File: config.mk
export PLATFORM = sky130hd
export DESIGN_NAME = t8w_timer
export DESIGN_NICKNAME = d
export VERILOG_FILES = /design/src/logic/t8w_pkg.sv /design/src/logic/t8w_wavegen.sv /design/src/logic/t8w_timer.sv
export SDC_FILE = /design/constraint.sdc
export NUM_CORES = 1
export LEC_CHECK = 0
export BUFFER_PORTS_ARGS = -buffer_cell sky130_fd_sc_hd__buf_2
export CELL_PAD_IN_SITES_DETAIL_PLACEMENT = 1
export CELL_PAD_IN_SITES_GLOBAL_PLACEMENT = 2
export CORE_ASPECT_RATIO = 0.75
export CORE_MARGIN = 5
export CORE_UTILIZATION = 30
export DETAILED_ROUTE_END_ITERATION = 10
export GPL_ROUTABILITY_DRIVEN = 0
export GPL_TIMING_DRIVEN = 0
export PLACE_DENSITY = 0.79
export SLEW_MARGIN = 20
export SYNTH_ARGS = -nofsm -noshare
export SYNTH_HDL_FRONTEND = slang
export SYNTH_HIERARCHICAL = 1
export SYNTH_SLANG_ARGS = --single-unit
File: constraint.sdc
create_clock -name i_clk -period 2.8 [get_ports i_clk]
set_input_delay 0 -clock i_clk [delete_from_list [all_inputs] [get_ports i_clk]]
set_output_delay 0 -clock i_clk [all_outputs]
set_load 0.02 [all_outputs]
File: src/logic/t8w_pkg.sv
// Contract
// clear-on-compare: match clears count to zero
// clear-on-compare: match flag set at top
// clear-on-compare: compare writes unbuffered, may wrap
// clear-on-compare: output mode 1 toggles
// pin shows waveform only when direction out
// clear-on-compare: overflow on max to zero
// fast pwm counts bottom to max, restarts
// fast pwm: mode2 clear/set, mode3 set/clear
// fast pwm: max one tick, bottom action
// fast pwm: overflow flag at max
// pwm modes: compare value double buffered
// fast pwm extremes: spike or constant level
// fast pwm output mode 1 toggles
// phase correct counts up then down
// phase correct: max one tick, reverse
// phase correct: up/down match actions
// phase correct: overflow at bottom
// phase correct extremes give constant levels
// phase correct: top level equals up-match result
// phase correct: missed up-match fixed at top
// buffer loads at top or bottom
// match flag one tick later, write-one clears
// count write blocks next tick's match
// fast pwm: match at top ignored
// everything advances only on timer tick
package t8w_pkg;
  // =====================================================
  // widths and extreme counts
  localparam int CNT_W = 8;
  localparam logic [7:0] CNT_BOTTOM = 8'h00;
  localparam logic [7:0] CNT_MAX = 8'hFF;
  localparam logic [7:0] CNT_ONE = 8'h01;
  // =====================================================
  // waveform mode selector values
  localparam logic [1:0] MODE_NORMAL = 2'h0;
  localparam logic [1:0] MODE_PHASE = 2'h1;
  localparam logic [1:0] MODE_CLEAR_CMP = 2'h2;
  localparam logic [1:0] MODE_FAST = 2'h3;
  // =====================================================
  // compare output mode values
  localparam logic [1:0] COM_OFF = 2'h0;
  localparam logic [1:0] COM_TOGGLE = 2'h1;
  localparam logic [1:0] COM_CLEAR = 2'h2;
  localparam logic [1:0] COM_SET = 2'h3;
  // =====================================================
  // reset values
  localparam logic [7:0] RST_COUNT = 8'h00;
  localparam logic [7:0] RST_COMPARE = 8'h00;
  localparam logic RST_WAVE = 1'b0;
  // =====================================================
  // counting direction for the dual-slope mode
  typedef enum logic {DIR_UP, DIR_DOWN} t8w_dir_type;
endpackage

File: src/logic/t8w_wavegen.sv
`timescale 1ns/1ps
module t8w_wavegen (
  // clock, reset and tick step
  input wire logic i_clk,
  input wire logic i_srst,
  input wire logic i_step,
  // configuration
  input wire logic [1:0] i_mode,
  input wire logic [1:0] i_com,
  // events from the counter and the force strobe
  input wire logic i_match,
  input wire logic i_force,
  input wire logic i_at_top,
  input wire logic i_up,
  input wire logic i_cmp_is_max,
  // waveform level
  output logic o_wave
);
  // =====================================================
  // waveform register
  logic wave_reg;
  logic wave_next;
  logic lvl_match;

  // next waveform level, actions resolved by mode
  always_comb begin
    wave_next = wave_reg;
    lvl_match = (i_com == t8w_pkg::COM_SET);
    case (i_mode)
      t8w_pkg::MODE_NORMAL, t8w_pkg::MODE_CLEAR_CMP: begin
        // force acts like a match but never touches flag or count
        if (i_force || (i_step && i_match)) begin
          if (i_com == t8w_pkg::COM_TOGGLE) begin
            wave_next = ~wave_reg;
          end else if (i_com != t8w_pkg::COM_OFF) begin
            wave_next = lvl_match;
          end
        end
      end
      t8w_pkg::MODE_FAST: begin
        if (i_step) begin
          if (i_com == t8w_pkg::COM_TOGGLE) begin
            if (i_match) begin
              wave_next = ~wave_reg;
            end
          end else if (i_com != t8w_pkg::COM_OFF) begin
            if (i_at_top) begin
              wave_next = ~lvl_match; // see R8
            end else if (i_match && !i_cmp_is_max) begin
              wave_next = lvl_match; // see R8 see R12
            end
          end
        end
      end
      t8w_pkg::MODE_PHASE: begin
        if (i_step && i_com[1]) begin
          if (i_at_top) begin
            // compare at max keeps the down-match level, else force the
            // up-match level so a missed or skipped match stays symmetric
            wave_next = i_cmp_is_max ? ~lvl_match : lvl_match; // see R19 see R20
          end else if (i_match) begin
            wave_next = i_up ? lvl_match : ~lvl_match;
          end
        end
      end
      default: wave_next = wave_reg;
    endcase
  end

  // register only
  always_ff @(posedge i_clk) begin
    if (i_srst) begin
      wave_reg <= t8w_pkg::RST_WAVE;
    end else begin
      wave_reg <= wave_next;
    end
  end

  assign o_wave = wave_reg;
endmodule

File: src/logic/t8w_timer.sv
`timescale 1ns/1ps
module t8w_timer (
  // clock, reset, enables
  input wire logic i_clk,
  input wire logic i_srst,
  input wire logic i_ce,
  input wire logic i_tick,
  // configuration
  input wire logic [1:0] i_waveform_mode_sel,
  input wire logic [1:0] i_compare_output_mode,
  input wire logic i_force,
  // software writes
  input wire logic i_cnt_wr,
  input wire logic [7:0] i_cnt_wdata,
  input wire logic i_cmp_wr,
  input wire logic [7:0] i_cmp_wdata,
  // flag clears, write-one or interrupt service
  input wire logic i_cmf_clr,
  input wire logic i_ovf_clr,
  // port pin control
  input wire logic i_dir_out,
  input wire logic i_port_val,
  // status
  output logic [7:0] o_timer_count,
  output logic [7:0] o_compare_value,
  output logic [7:0] o_compare_buffer,
  output logic o_compare_match_flag,
  output logic o_overflow_flag,
  output logic o_wave_output,
  // pin drive
  output logic o_pin_out,
  output logic o_pin_oe_n
);
  // =====================================================
  // helpers
  function automatic logic is_pwm(input logic [1:0] mode);
    is_pwm = (mode == t8w_pkg::MODE_PHASE) || (mode == t8w_pkg::MODE_FAST);
  endfunction

  // =====================================================
  // state
  logic [7:0] cnt_reg;
  logic [7:0] cnt_next;
  logic [7:0] cmp_act_reg;
  logic [7:0] cmp_act_next;
  logic [7:0] cmp_buf_reg;
  logic [7:0] cmp_buf_next;
  t8w_pkg::t8w_dir_type dir_reg;
  t8w_pkg::t8w_dir_type dir_next;
  logic blk_reg;
  logic blk_next;
  logic pend_reg;
  logic pend_next;
  logic cmf_reg;
  logic cmf_next;
  logic ovf_reg;
  logic ovf_next;
  logic pin_reg;
  logic pin_next;
  logic oe_n_reg;
  logic oe_n_next;

  logic step;
  logic match_now;
  logic at_max;
  logic at_bottom;
  logic wave;
  logic counting_up;

  // a tick only counts while the clock enable holds
  assign step = i_ce && i_tick;
  assign at_max = (cnt_reg == t8w_pkg::CNT_MAX);
  assign at_bottom = (cnt_reg == t8w_pkg::CNT_BOTTOM);
  // a fresh count write masks the comparator until the next tick
  assign match_now = (cnt_reg == cmp_act_reg) && !blk_reg;
  // bottom counts as up so a zero compare gives a steady level
  assign counting_up = (dir_reg == t8w_pkg::DIR_UP) || at_bottom;

  // =====================================================
  // counter, direction and match blocking
  always_comb begin
    cnt_next = cnt_reg;
    dir_next = dir_reg;
    blk_next = blk_reg;
    if (step) begin
      blk_next = 1'b0;
      case (i_waveform_mode_sel)
        t8w_pkg::MODE_CLEAR_CMP: begin
          // compare below count is missed until the count wraps
          cnt_next = match_now ? t8w_pkg::CNT_BOTTOM : cnt_reg + t8w_pkg::CNT_ONE; // see R1
        end
        t8w_pkg::MODE_FAST: begin
          cnt_next = cnt_reg + t8w_pkg::CNT_ONE; // see R7
        end
        t8w_pkg::MODE_PHASE: begin
          if (at_max) begin
            dir_next = t8w_pkg::DIR_DOWN;
          end else if (at_bottom) begin
            dir_next = t8w_pkg::DIR_UP;
          end
          if (at_max || (dir_reg == t8w_pkg::DIR_DOWN && !at_bottom)) begin
            cnt_next = cnt_reg - t8w_pkg::CNT_ONE;
          end else begin
            cnt_next = cnt_reg + t8w_pkg::CNT_ONE;
          end
        end
        default: cnt_next = cnt_reg + t8w_pkg::CNT_ONE;
      endcase
    end
    // software write wins over counting and blocks the next tick's match
    if (i_ce && i_cnt_wr) begin
      cnt_next = i_cnt_wdata;
      blk_next = 1'b1;
    end
    if (i_waveform_mode_sel != t8w_pkg::MODE_PHASE) begin
      dir_next = t8w_pkg::DIR_UP;
    end
  end

  always_ff @(posedge i_clk) begin
    if (i_srst) begin
      cnt_reg <= t8w_pkg::RST_COUNT;
      dir_reg <= t8w_pkg::DIR_UP;
      blk_reg <= 1'b0;
    end else if (i_ce) begin
      cnt_reg <= cnt_next;
      dir_reg <= dir_next;
      blk_reg <= blk_next;
    end
  end

  // =====================================================
  // compare value and its buffer
  always_comb begin
    cmp_buf_next = cmp_buf_reg;
    cmp_act_next = cmp_act_reg;
    if (i_cmp_wr) begin
      cmp_buf_next = i_cmp_wdata;
    end
    if (!is_pwm(i_waveform_mode_sel)) begin
      // no buffering outside the pwm modes
      if (i_cmp_wr) begin
        cmp_act_next = i_cmp_wdata;
      end
    end else if (step && at_max) begin
      // fast pwm loads as the count leaves max for bottom, dual-slope at top
      cmp_act_next = cmp_buf_reg;
    end
  end

  always_ff @(posedge i_clk) begin
    if (i_srst) begin
      cmp_act_reg <= t8w_pkg::RST_COMPARE;
      cmp_buf_reg <= t8w_pkg::RST_COMPARE;
    end else if (i_ce) begin
      cmp_act_reg <= cmp_act_next;
      cmp_buf_reg <= cmp_buf_next;
    end
  end

  // =====================================================
  // flags: a set in the same cycle as a clear wins
  always_comb begin
    pend_next = pend_reg;
    cmf_next = cmf_reg;
    ovf_next = ovf_reg;
    if (i_cmf_clr) begin
      cmf_next = 1'b0;
    end
    if (i_ovf_clr) begin
      ovf_next = 1'b0;
    end
    if (step) begin
      // match seen on this tick raises the flag on the next tick
      pend_next = match_now;
      if (pend_reg) begin
        cmf_next = 1'b1; // see R2
      end
      if (i_waveform_mode_sel == t8w_pkg::MODE_PHASE) begin
        if (at_bottom && dir_reg == t8w_pkg::DIR_DOWN) begin
          ovf_next = 1'b1;
        end
      end else if (at_max && !(match_now && i_waveform_mode_sel == t8w_pkg::MODE_CLEAR_CMP)) begin
        ovf_next = 1'b1; // see R6
      end
    end
  end

  always_ff @(posedge i_clk) begin
    if (i_srst) begin
      pend_reg <= 1'b0;
      cmf_reg <= 1'b0;
      ovf_reg <= 1'b0;
    end else if (i_ce) begin
      pend_reg <= pend_next;
      cmf_reg <= cmf_next;
      ovf_reg <= ovf_next;
    end
  end

  // =====================================================
  // waveform generator
  t8w_wavegen u_wave (
    .i_clk(i_clk),
    .i_srst(i_srst),
    .i_step(step),
    .i_mode(i_waveform_mode_sel),
    .i_com(i_compare_output_mode),
    .i_match(match_now),
    .i_force(i_ce && i_force),
    .i_at_top(at_max),
    .i_up(counting_up),
    .i_cmp_is_max(cmp_act_reg == t8w_pkg::CNT_MAX),
    .o_wave(wave)
  );

  // =====================================================
  // pin override; registered so the pin never glitches on decode
  always_comb begin
    pin_next = 1'b0;
    oe_n_next = !i_dir_out;
    if (i_dir_out) begin
      pin_next = (i_compare_output_mode != t8w_pkg::COM_OFF) ? wave : i_port_val;
    end
  end

  always_ff @(posedge i_clk) begin
    if (i_srst) begin
      pin_reg <= 1'b0;
      oe_n_reg <= 1'b1;
    end else if (i_ce) begin
      pin_reg <= pin_next;
      oe_n_reg <= oe_n_next;
    end
  end

  assign o_timer_count = cnt_reg;
  assign o_compare_value = cmp_act_reg;
  assign o_compare_buffer = cmp_buf_reg;
  assign o_compare_match_flag = cmf_reg;
  assign o_overflow_flag = ovf_reg;
  assign o_wave_output = wave;
  assign o_pin_out = pin_reg;
  assign o_pin_oe_n = oe_n_reg;

  // =====================================================
  // checks
  AST_CTC_CLEAR: assert property (
    @(posedge i_clk) disable iff (i_srst)
    (step && match_now && !i_cnt_wr && i_waveform_mode_sel == t8w_pkg::MODE_CLEAR_CMP)
    |=> (cnt_reg == t8w_pkg::CNT_BOTTOM))
    else $error("count not cleared on compare match");

  // the match is held in pend_reg until the next tick, however far off it is
  AST_CMF_ARMED: assert property (
    @(posedge i_clk) disable iff (i_srst)
    (step && match_now) |=> pend_reg)
    else $error("match on a tick not remembered for the flag");

  AST_CMF_NEXT_TICK: assert property (
    @(posedge i_clk) disable iff (i_srst)
    (step && pend_reg) |=> cmf_reg)
    else $error("match flag not set one tick after match");

  AST_CTC_OVF: assert property (
    @(posedge i_clk) disable iff (i_srst)
    (step && at_max && !match_now && i_waveform_mode_sel == t8w_pkg::MODE_CLEAR_CMP)
    |=> ovf_reg)
    else $error("overflow flag missing at wrap");

  AST_FAST_WRAP: assert property (
    @(posedge i_clk) disable iff (i_srst)
    (step && at_max && !i_cnt_wr && i_waveform_mode_sel == t8w_pkg::MODE_FAST)
    |=> (cnt_reg == t8w_pkg::CNT_BOTTOM) && ovf_reg)
    else $error("fast pwm did not wrap from max");

  AST_PC_TURN: assert property (
    @(posedge i_clk) disable iff (i_srst)
    (step && at_max && !i_cnt_wr && i_waveform_mode_sel == t8w_pkg::MODE_PHASE)
    |=> (dir_reg == t8w_pkg::DIR_DOWN) && (cnt_reg == (t8w_pkg::CNT_MAX - t8w_pkg::CNT_ONE)))
    else $error("dual-slope count did not turn at max");

  AST_PC_OVF: assert property (
    @(posedge i_clk) disable iff (i_srst)
    (step && at_bottom && dir_reg == t8w_pkg::DIR_DOWN
      && i_waveform_mode_sel == t8w_pkg::MODE_PHASE)
    |=> ovf_reg)
    else $error("overflow flag missing at bottom");

  AST_PIN_HIDDEN: assert property (
    @(posedge i_clk) disable iff (i_srst)
    (i_ce && !i_dir_out) |=> (o_pin_oe_n && !o_pin_out))
    else $error("pin driven while direction is input");

  AST_WRITE_BLOCKS: assert property (
    @(posedge i_clk) disable iff (i_srst)
    (i_ce && i_cnt_wr) |=> !match_now)
    else $error("match not blocked after count write");

  AST_PWM_BUFFERED: assert property (
    @(posedge i_clk) disable iff (i_srst)
    (i_ce && i_cmp_wr && !(step && at_max) && is_pwm(i_waveform_mode_sel))
    |=> $stable(cmp_act_reg))
    else $error("pwm compare value changed outside update point");

  AST_FROZEN: assert property (
    @(posedge i_clk) disable iff (i_srst)
    !i_ce |=> $stable(cnt_reg) && $stable(cmf_reg) && $stable(o_wave_output))
    else $error("state moved while clock enable low");
endmodule

# Yosys cells after proc, flatten, opt, wreduce, memory -nomap -nowiden
# Cells that the tools add are included.
[classes] addsub=2 n_mul=0 div=0 magnitude_cmp=0 eq_ne=18 n_shift=0 muxes=40 n_bitwise=3 reduce_logical=36
[op_table] cell="8-bit 2-to-1 mux" count=7
[op_table] cell="1-bit 2-to-1 mux" count=31
[op_table] cell="8-bit == test, second input constant" count=2
[op_table] cell="8-bit one-hot mux with 2 select lines" count=1
[op_table] cell="1-bit logical AND" count=12
[op_table] cell="2-bit nonzero test" count=5
[op_table] cell="8-bit by 1-bit adder with 8-bit output, second input constant" count=1
[op_table] cell="8-bit == test" count=1
[op_table] cell="8-bit zero test" count=1
[op_table] cell="2-bit by 1-bit != test with 1-bit output, second input constant" count=4
[op_table] cell="8-bit AND reduction" count=1
[op_table] cell="8-bit by 1-bit subtractor with 8-bit output, second input constant" count=1
[op_table] cell="2-bit == test, second input constant" count=3
[op_table] cell="3-bit != test, second input constant" count=2
[op_table] cell="2-bit AND reduction" count=3
[op_table] cell="1-bit zero test" count=5
[op_table] cell="2-bit by 1-bit == test with 1-bit output, second input constant" count=2
[op_table] cell="1-bit logical OR" count=4
[op_table] cell="4-bit by 2-bit != test with 1-bit output, second input constant" count=1
[op_table] cell="4-bit AND reduction" count=1
[op_table] cell="3-bit by 1-bit != test with 1-bit output, second input constant" count=1
[op_table] cell="3-bit by 2-bit != test with 1-bit output, second input constant" count=1
[op_table] cell="1-bit NOT" count=3
[op_table] cell="1-bit one-hot mux with 3 select lines" count=1
[op_table] cell="5 further kinds" count=5
[word_totals] register_bits=32 latchBits=0 ram_bits=0 mem_bits_ro=0 in_bits=31 output_inout_bits=29 elab_cells=110 memories=0

# Depth between registers and ports, before layout
[logic_depth] depth_word=9 mapped_depth=10 depth_no_buf=8

# Cells and area by module
# Netlist, hierarchy kept.
[by_module_without_submodules] module="t8w_timer" instances=1 cells_per_inst=262 area_per_inst_um2=2115.8 seq_area_each_um2=620.6
[by_module_without_submodules] module="t8w_wavegen" instances=1 cells_per_inst=25 area_per_inst_um2=193.9 seq_area_each_um2=20.0

# Worst setup path before layout
# Ideal clock, no wire load.
[synth_path] kind="register to register" startpoint="register cnt_reg[0], in the netlist o_timer_count[0]" endpoint="register u_wave.wave_reg, in the netlist u_wave/o_wave" setup_time_ns=0.072 arrival_time_ns=2.112 required_ns=2.728 path_slack_ns=0.616 path_stages_with_launch=10 path_buffers=1 synth_period_minus_slack_ns=2.184 path_cell_list="dfxtp_1 > ha_1 > nand3_1 > or2_1 > buf_6 > inv_1 > and4b_1 > a22o_1 > a2111oi_4 > mux2i_1"
[synth_between] elab_cells_between_ends=22 classes_between="eq/ne: 6; mux: 9; reduce/logical: 7"
[synth_rtl] item="start, declared" line_no="t8w_timer.sv:42" text="logic [7:0] cnt_reg;"
[synth_rtl] item="start signal, assigned" line_no="t8w_timer.sv:122" text="cnt_reg <= t8w_pkg::RST_COUNT;"
[synth_rtl] item="start signal, assigned" line_no="t8w_timer.sv:126" text="cnt_reg <= cnt_next;"
[synth_rtl] item="8-bit == test *" line_no="t8w_timer.sv:72" text="assign at_max = (cnt_reg == t8w_pkg::CNT_MAX);"
[synth_rtl] item="named net at_max" line_no="t8w_timer.sv:65" text="logic at_max;"
[synth_rtl] item="1-bit 2-to-1 mux" line_no="t8w_wavegen.sv:47" text="if (i_at_top) begin"
[synth_rtl] item="1-bit 2-to-1 mux" line_no="t8w_wavegen.sv:46" text="end else if (i_com != t8w_pkg::COM_OFF) begin"
[synth_rtl] item="1-bit 2-to-1 mux" line_no="t8w_wavegen.sv:42" text="if (i_com == t8w_pkg::COM_TOGGLE) begin"
[synth_rtl] item="1-bit 2-to-1 mux" line_no="t8w_wavegen.sv:41" text="if (i_step) begin"
[synth_rtl] item="1-bit one-hot mux with 3 select lines" line_no="t8w_wavegen.sv:29" text="case (i_mode)"
[synth_rtl] item="end signal, assigned" line_no="t8w_wavegen.sv:73" text="wave_reg <= t8w_pkg::RST_WAVE;"
[synth_rtl] item="end signal, assigned" line_no="t8w_wavegen.sv:75" text="wave_reg <= wave_next;"
[synth_rtl] item="end, declared" line_no="t8w_wavegen.sv:21" text="logic wave_reg;"
# The timed path passes the listed nets; every way through them passes the cells marked *. The select of a mux whose other input is x is not followed.
# A chain may end at the register's enable or synchronous reset.

# Worst setup path in the final report
# Same ends and word-level chain as after synthesis.

==> reports/metrics.cfg <==
[drt]
wl_mm = 7.98
drtIter0Drc = 116
wl_per_cell_um = 17.3
drc = 0
drt_pass1_iterations = 4
viasPerCell = 5.19
vias = 2392
ant_nets = 0

[floorplan]
rows = 27
ios = 60
die_area_um2 = 9570
core_area_um2 = 7430
initial_utilization_pct = 31.1
fp.dieW_um = 111
die_y_um = 86.0

[sta]
hold_viol = 0
fin_tns_setup_ns = 0
fin_crit_sh_pct = 81.7
slew_headroom_pct = 61.0
rsz0062_at_grt = no
setup_viol = 0
fmaxAchievable_mhz = 437
skew_ns = 0.00660
whs_ns = 0.0118
fin_crit_ns = 2.29
tightest_slew_ns = 0.584
report.final.slew_viol_count = 0

[final_layout]
fin_nets = 396
layout_commonest_cell = buf_2
antennaDiodeCount = 0
design_area_um2 = 2920
layout-area-overhead-vs-synth_pct = 26.3
final_cell_mix = buf_2 (61), nor2_1 (33), dfxtp_1 (32)
fillerInstances = 959
drive_gt1_share_pct = 26.7

[job]
maxCapViolCount = 0

[critical_path]
reg2reg_from = o_timer_count[0]
crit_arrival_ns = 2.51
cp.required_ns = 3.02
crit_path_start_kind = register
ff2ff_path_depth = 9
crit_type = reg -> reg
cp_cell_sequence = ha_1, nand3_1, or2_1, buf_6, inv_1, and4b_1, a22o_1, a2111oi_4, mux2i_1
cp-end-kind = register
r2r_slack_ns = 0.51
critPathMaxStageDelay_ns = 0.38
r2r-end = u_wave/o_wave
cp_slowest_cell = dfxtp_1
cp_max_fo = 10

[placement]
placed_cell_area_um2 = 2720
portBuffers = 57
hpwlAfterDp_mm = 6.14

[synthesis]
postSynthCellCount = 287
yosysTopAreaCell = dfxtp_1
synthTopCellsByArea = dfxtp_1 (28%), nor2_1 (5.4%), mux2i_1 (5.2%)
avgSynthCellArea_um2 = 8.05
synth_fp_nets = 324
synth_seq_cells = 32
syn_area_um2 = 2310
synth_cell_type_count = 64
synth-async-reset-ratio_pct = 0
yosysWarnings = 6
ys_seq_area_share_pct = 27.7
synth_edf_count = 0
yosys.area.top_type_share_pct = 27.7
synth-main-ff-cell = dfxtp_1

[global_route]
grt_pass1_wl_mm = 13.3
antenna_found_initial = 0
grt_overflow_total = 0
grt_pass1_vias = 2559
grt_max_degree = 13
grt_usage_pct = 17.1

[clocking]
post_cts_buffers = 0
cts_buffers = 5
cts.sinks = 32
cts_tree = done
clock_latency_ns = 0.29
clk_pin_slew_ns = 0.08
cts_max_path_buffers = 2
cts_root_buffer = clkbuf_8
cts_htree_levels = 2

[worst_hold_path]
min_delay_path_depth = 4
hold_start = i_dir_out
min_path_type = in -> reg
whs_endpoint = o_pin_oe_n

[pwr]
leakagePower_nw = 1.30
p_per_area_nw_per_um2 = 447
peakVddDrop_v = 0.000196
total_power_mw = 1.30

[status]
outcome = complete, no violations

[stage by stage]
| step | setup slack (ns) | instances | util [%] |
|---|---|---|---|
| global placement | 0.516 | 445 | 36.6 |
| CTS | 0.489 | 461 | 39.2 |
| finish | 0.512 | 461 | 39.2 |
| detailed placement | 0.504 | 445 | 36.6 |
| global route | 0.270 | 461 | 39.2 |
| floorplan | 0.616 | 287 | - |
[cell type report]
type                    count  area [µm²]  area share, %
plain buffers              18         118           4.03
clock buffers               5        68.8           2.36
clock inverters             3        46.3           1.59
inverters                  13        48.8           1.67
multi-input cells         224        1500           51.5
flip-flops and latches     32         641           22.0
well taps                 101         126           4.33
repair buffers             65         365           12.5
[Yosys cell counts, types with 2 or more instances]
master / number
a211oi_1: 4
a21oi_1: 21
a22oi_1: 2
a31oi_1: 4
and2_1: 5
and3_1: 2
buf_1: 3
buf_2: 4
buf_4: 2
buf_6: 5
clkbuf_1: 4
dfxtp_1: 32
ha_1: 6
inv_1: 13
mux2_2: 8
mux2i_1: 12
nand2_1: 28
nand2b_1: 4
nand3_1: 14
nand4_1: 6
nand4b_1: 2
nor2_1: 33
nor3_1: 2
nor4_1: 2
o21ai_0: 14
o22ai_1: 2
o31ai_1: 3
xnor2_1: 6
xor2_1: 9
[how the worst max path moves through the flow]
stage	to	slack, ns	cells after the start	from
finish	u_wave/o_wave	0.51	9	o_timer_count[0]
global route	u_wave/o_wave	0.27	9	o_timer_count[0]
CTS	u_wave/o_wave	0.49	9	o_timer_count[0]
detailed placement	u_wave/o_wave	0.50	9	o_timer_count[0]
global placement	u_wave/o_wave	0.52	9	o_timer_count[0]
floorplan	u_wave/o_wave	0.62	9	o_timer_count[0]
[critical path: cells and delay by family, from the launching register on]
family	cells	cell delay [ns]
multiplexers	1	0.21
buffers and inverters	2	0.31
AND/OR/NAND/NOR	3	0.61
AO/OA/AOI/OAI	2	0.46
adder cells (fa/ha/maj)	1	0.25
flip-flops	1	0.38
[power breakdown]
part	internal, mW	switching, mW	leakage, nW	total (mW)
Clock	0.268	0.208	0.0548	0.476
Combinational	0.134	0.199	0.988	0.334
Sequential	0.475	0.0177	0.261	0.493
Total	0.877	0.425	1.30	1.30
[layer usage]
metal / GRT usage, % / vias to the layer above / routed length [µm]
li1: - / 1170 / -
met5: 0 / - / 0
met1: 23.2 / 1152 / 3880
met4: 3.20 / 0 / 48
met2: 27.9 / 64 / 3580
met3: 4.30 / 6 / 474
[cells by family after synthesis]
kind of cell | after synthesis | share of synthesized area (%)
AO/OA/AOI/OAI | 72 | 22.2
XOR/XNOR | 15 | 5.69
AND/OR/NAND/NOR | 111 | 24.8
adder cells (fa/ha/maj) | 6 | 3.25
flip-flops | 32 | 27.7
multiplexers | 20 | 9.10
buffers and inverters | 31 | 7.20
[repair_timing]
item                      CTS  global route
hold buffers                8             0
hold endpoints to repair    8             0
gates resized for setup     0             0
Note: power is estimated with default switching activity, not from simulation.
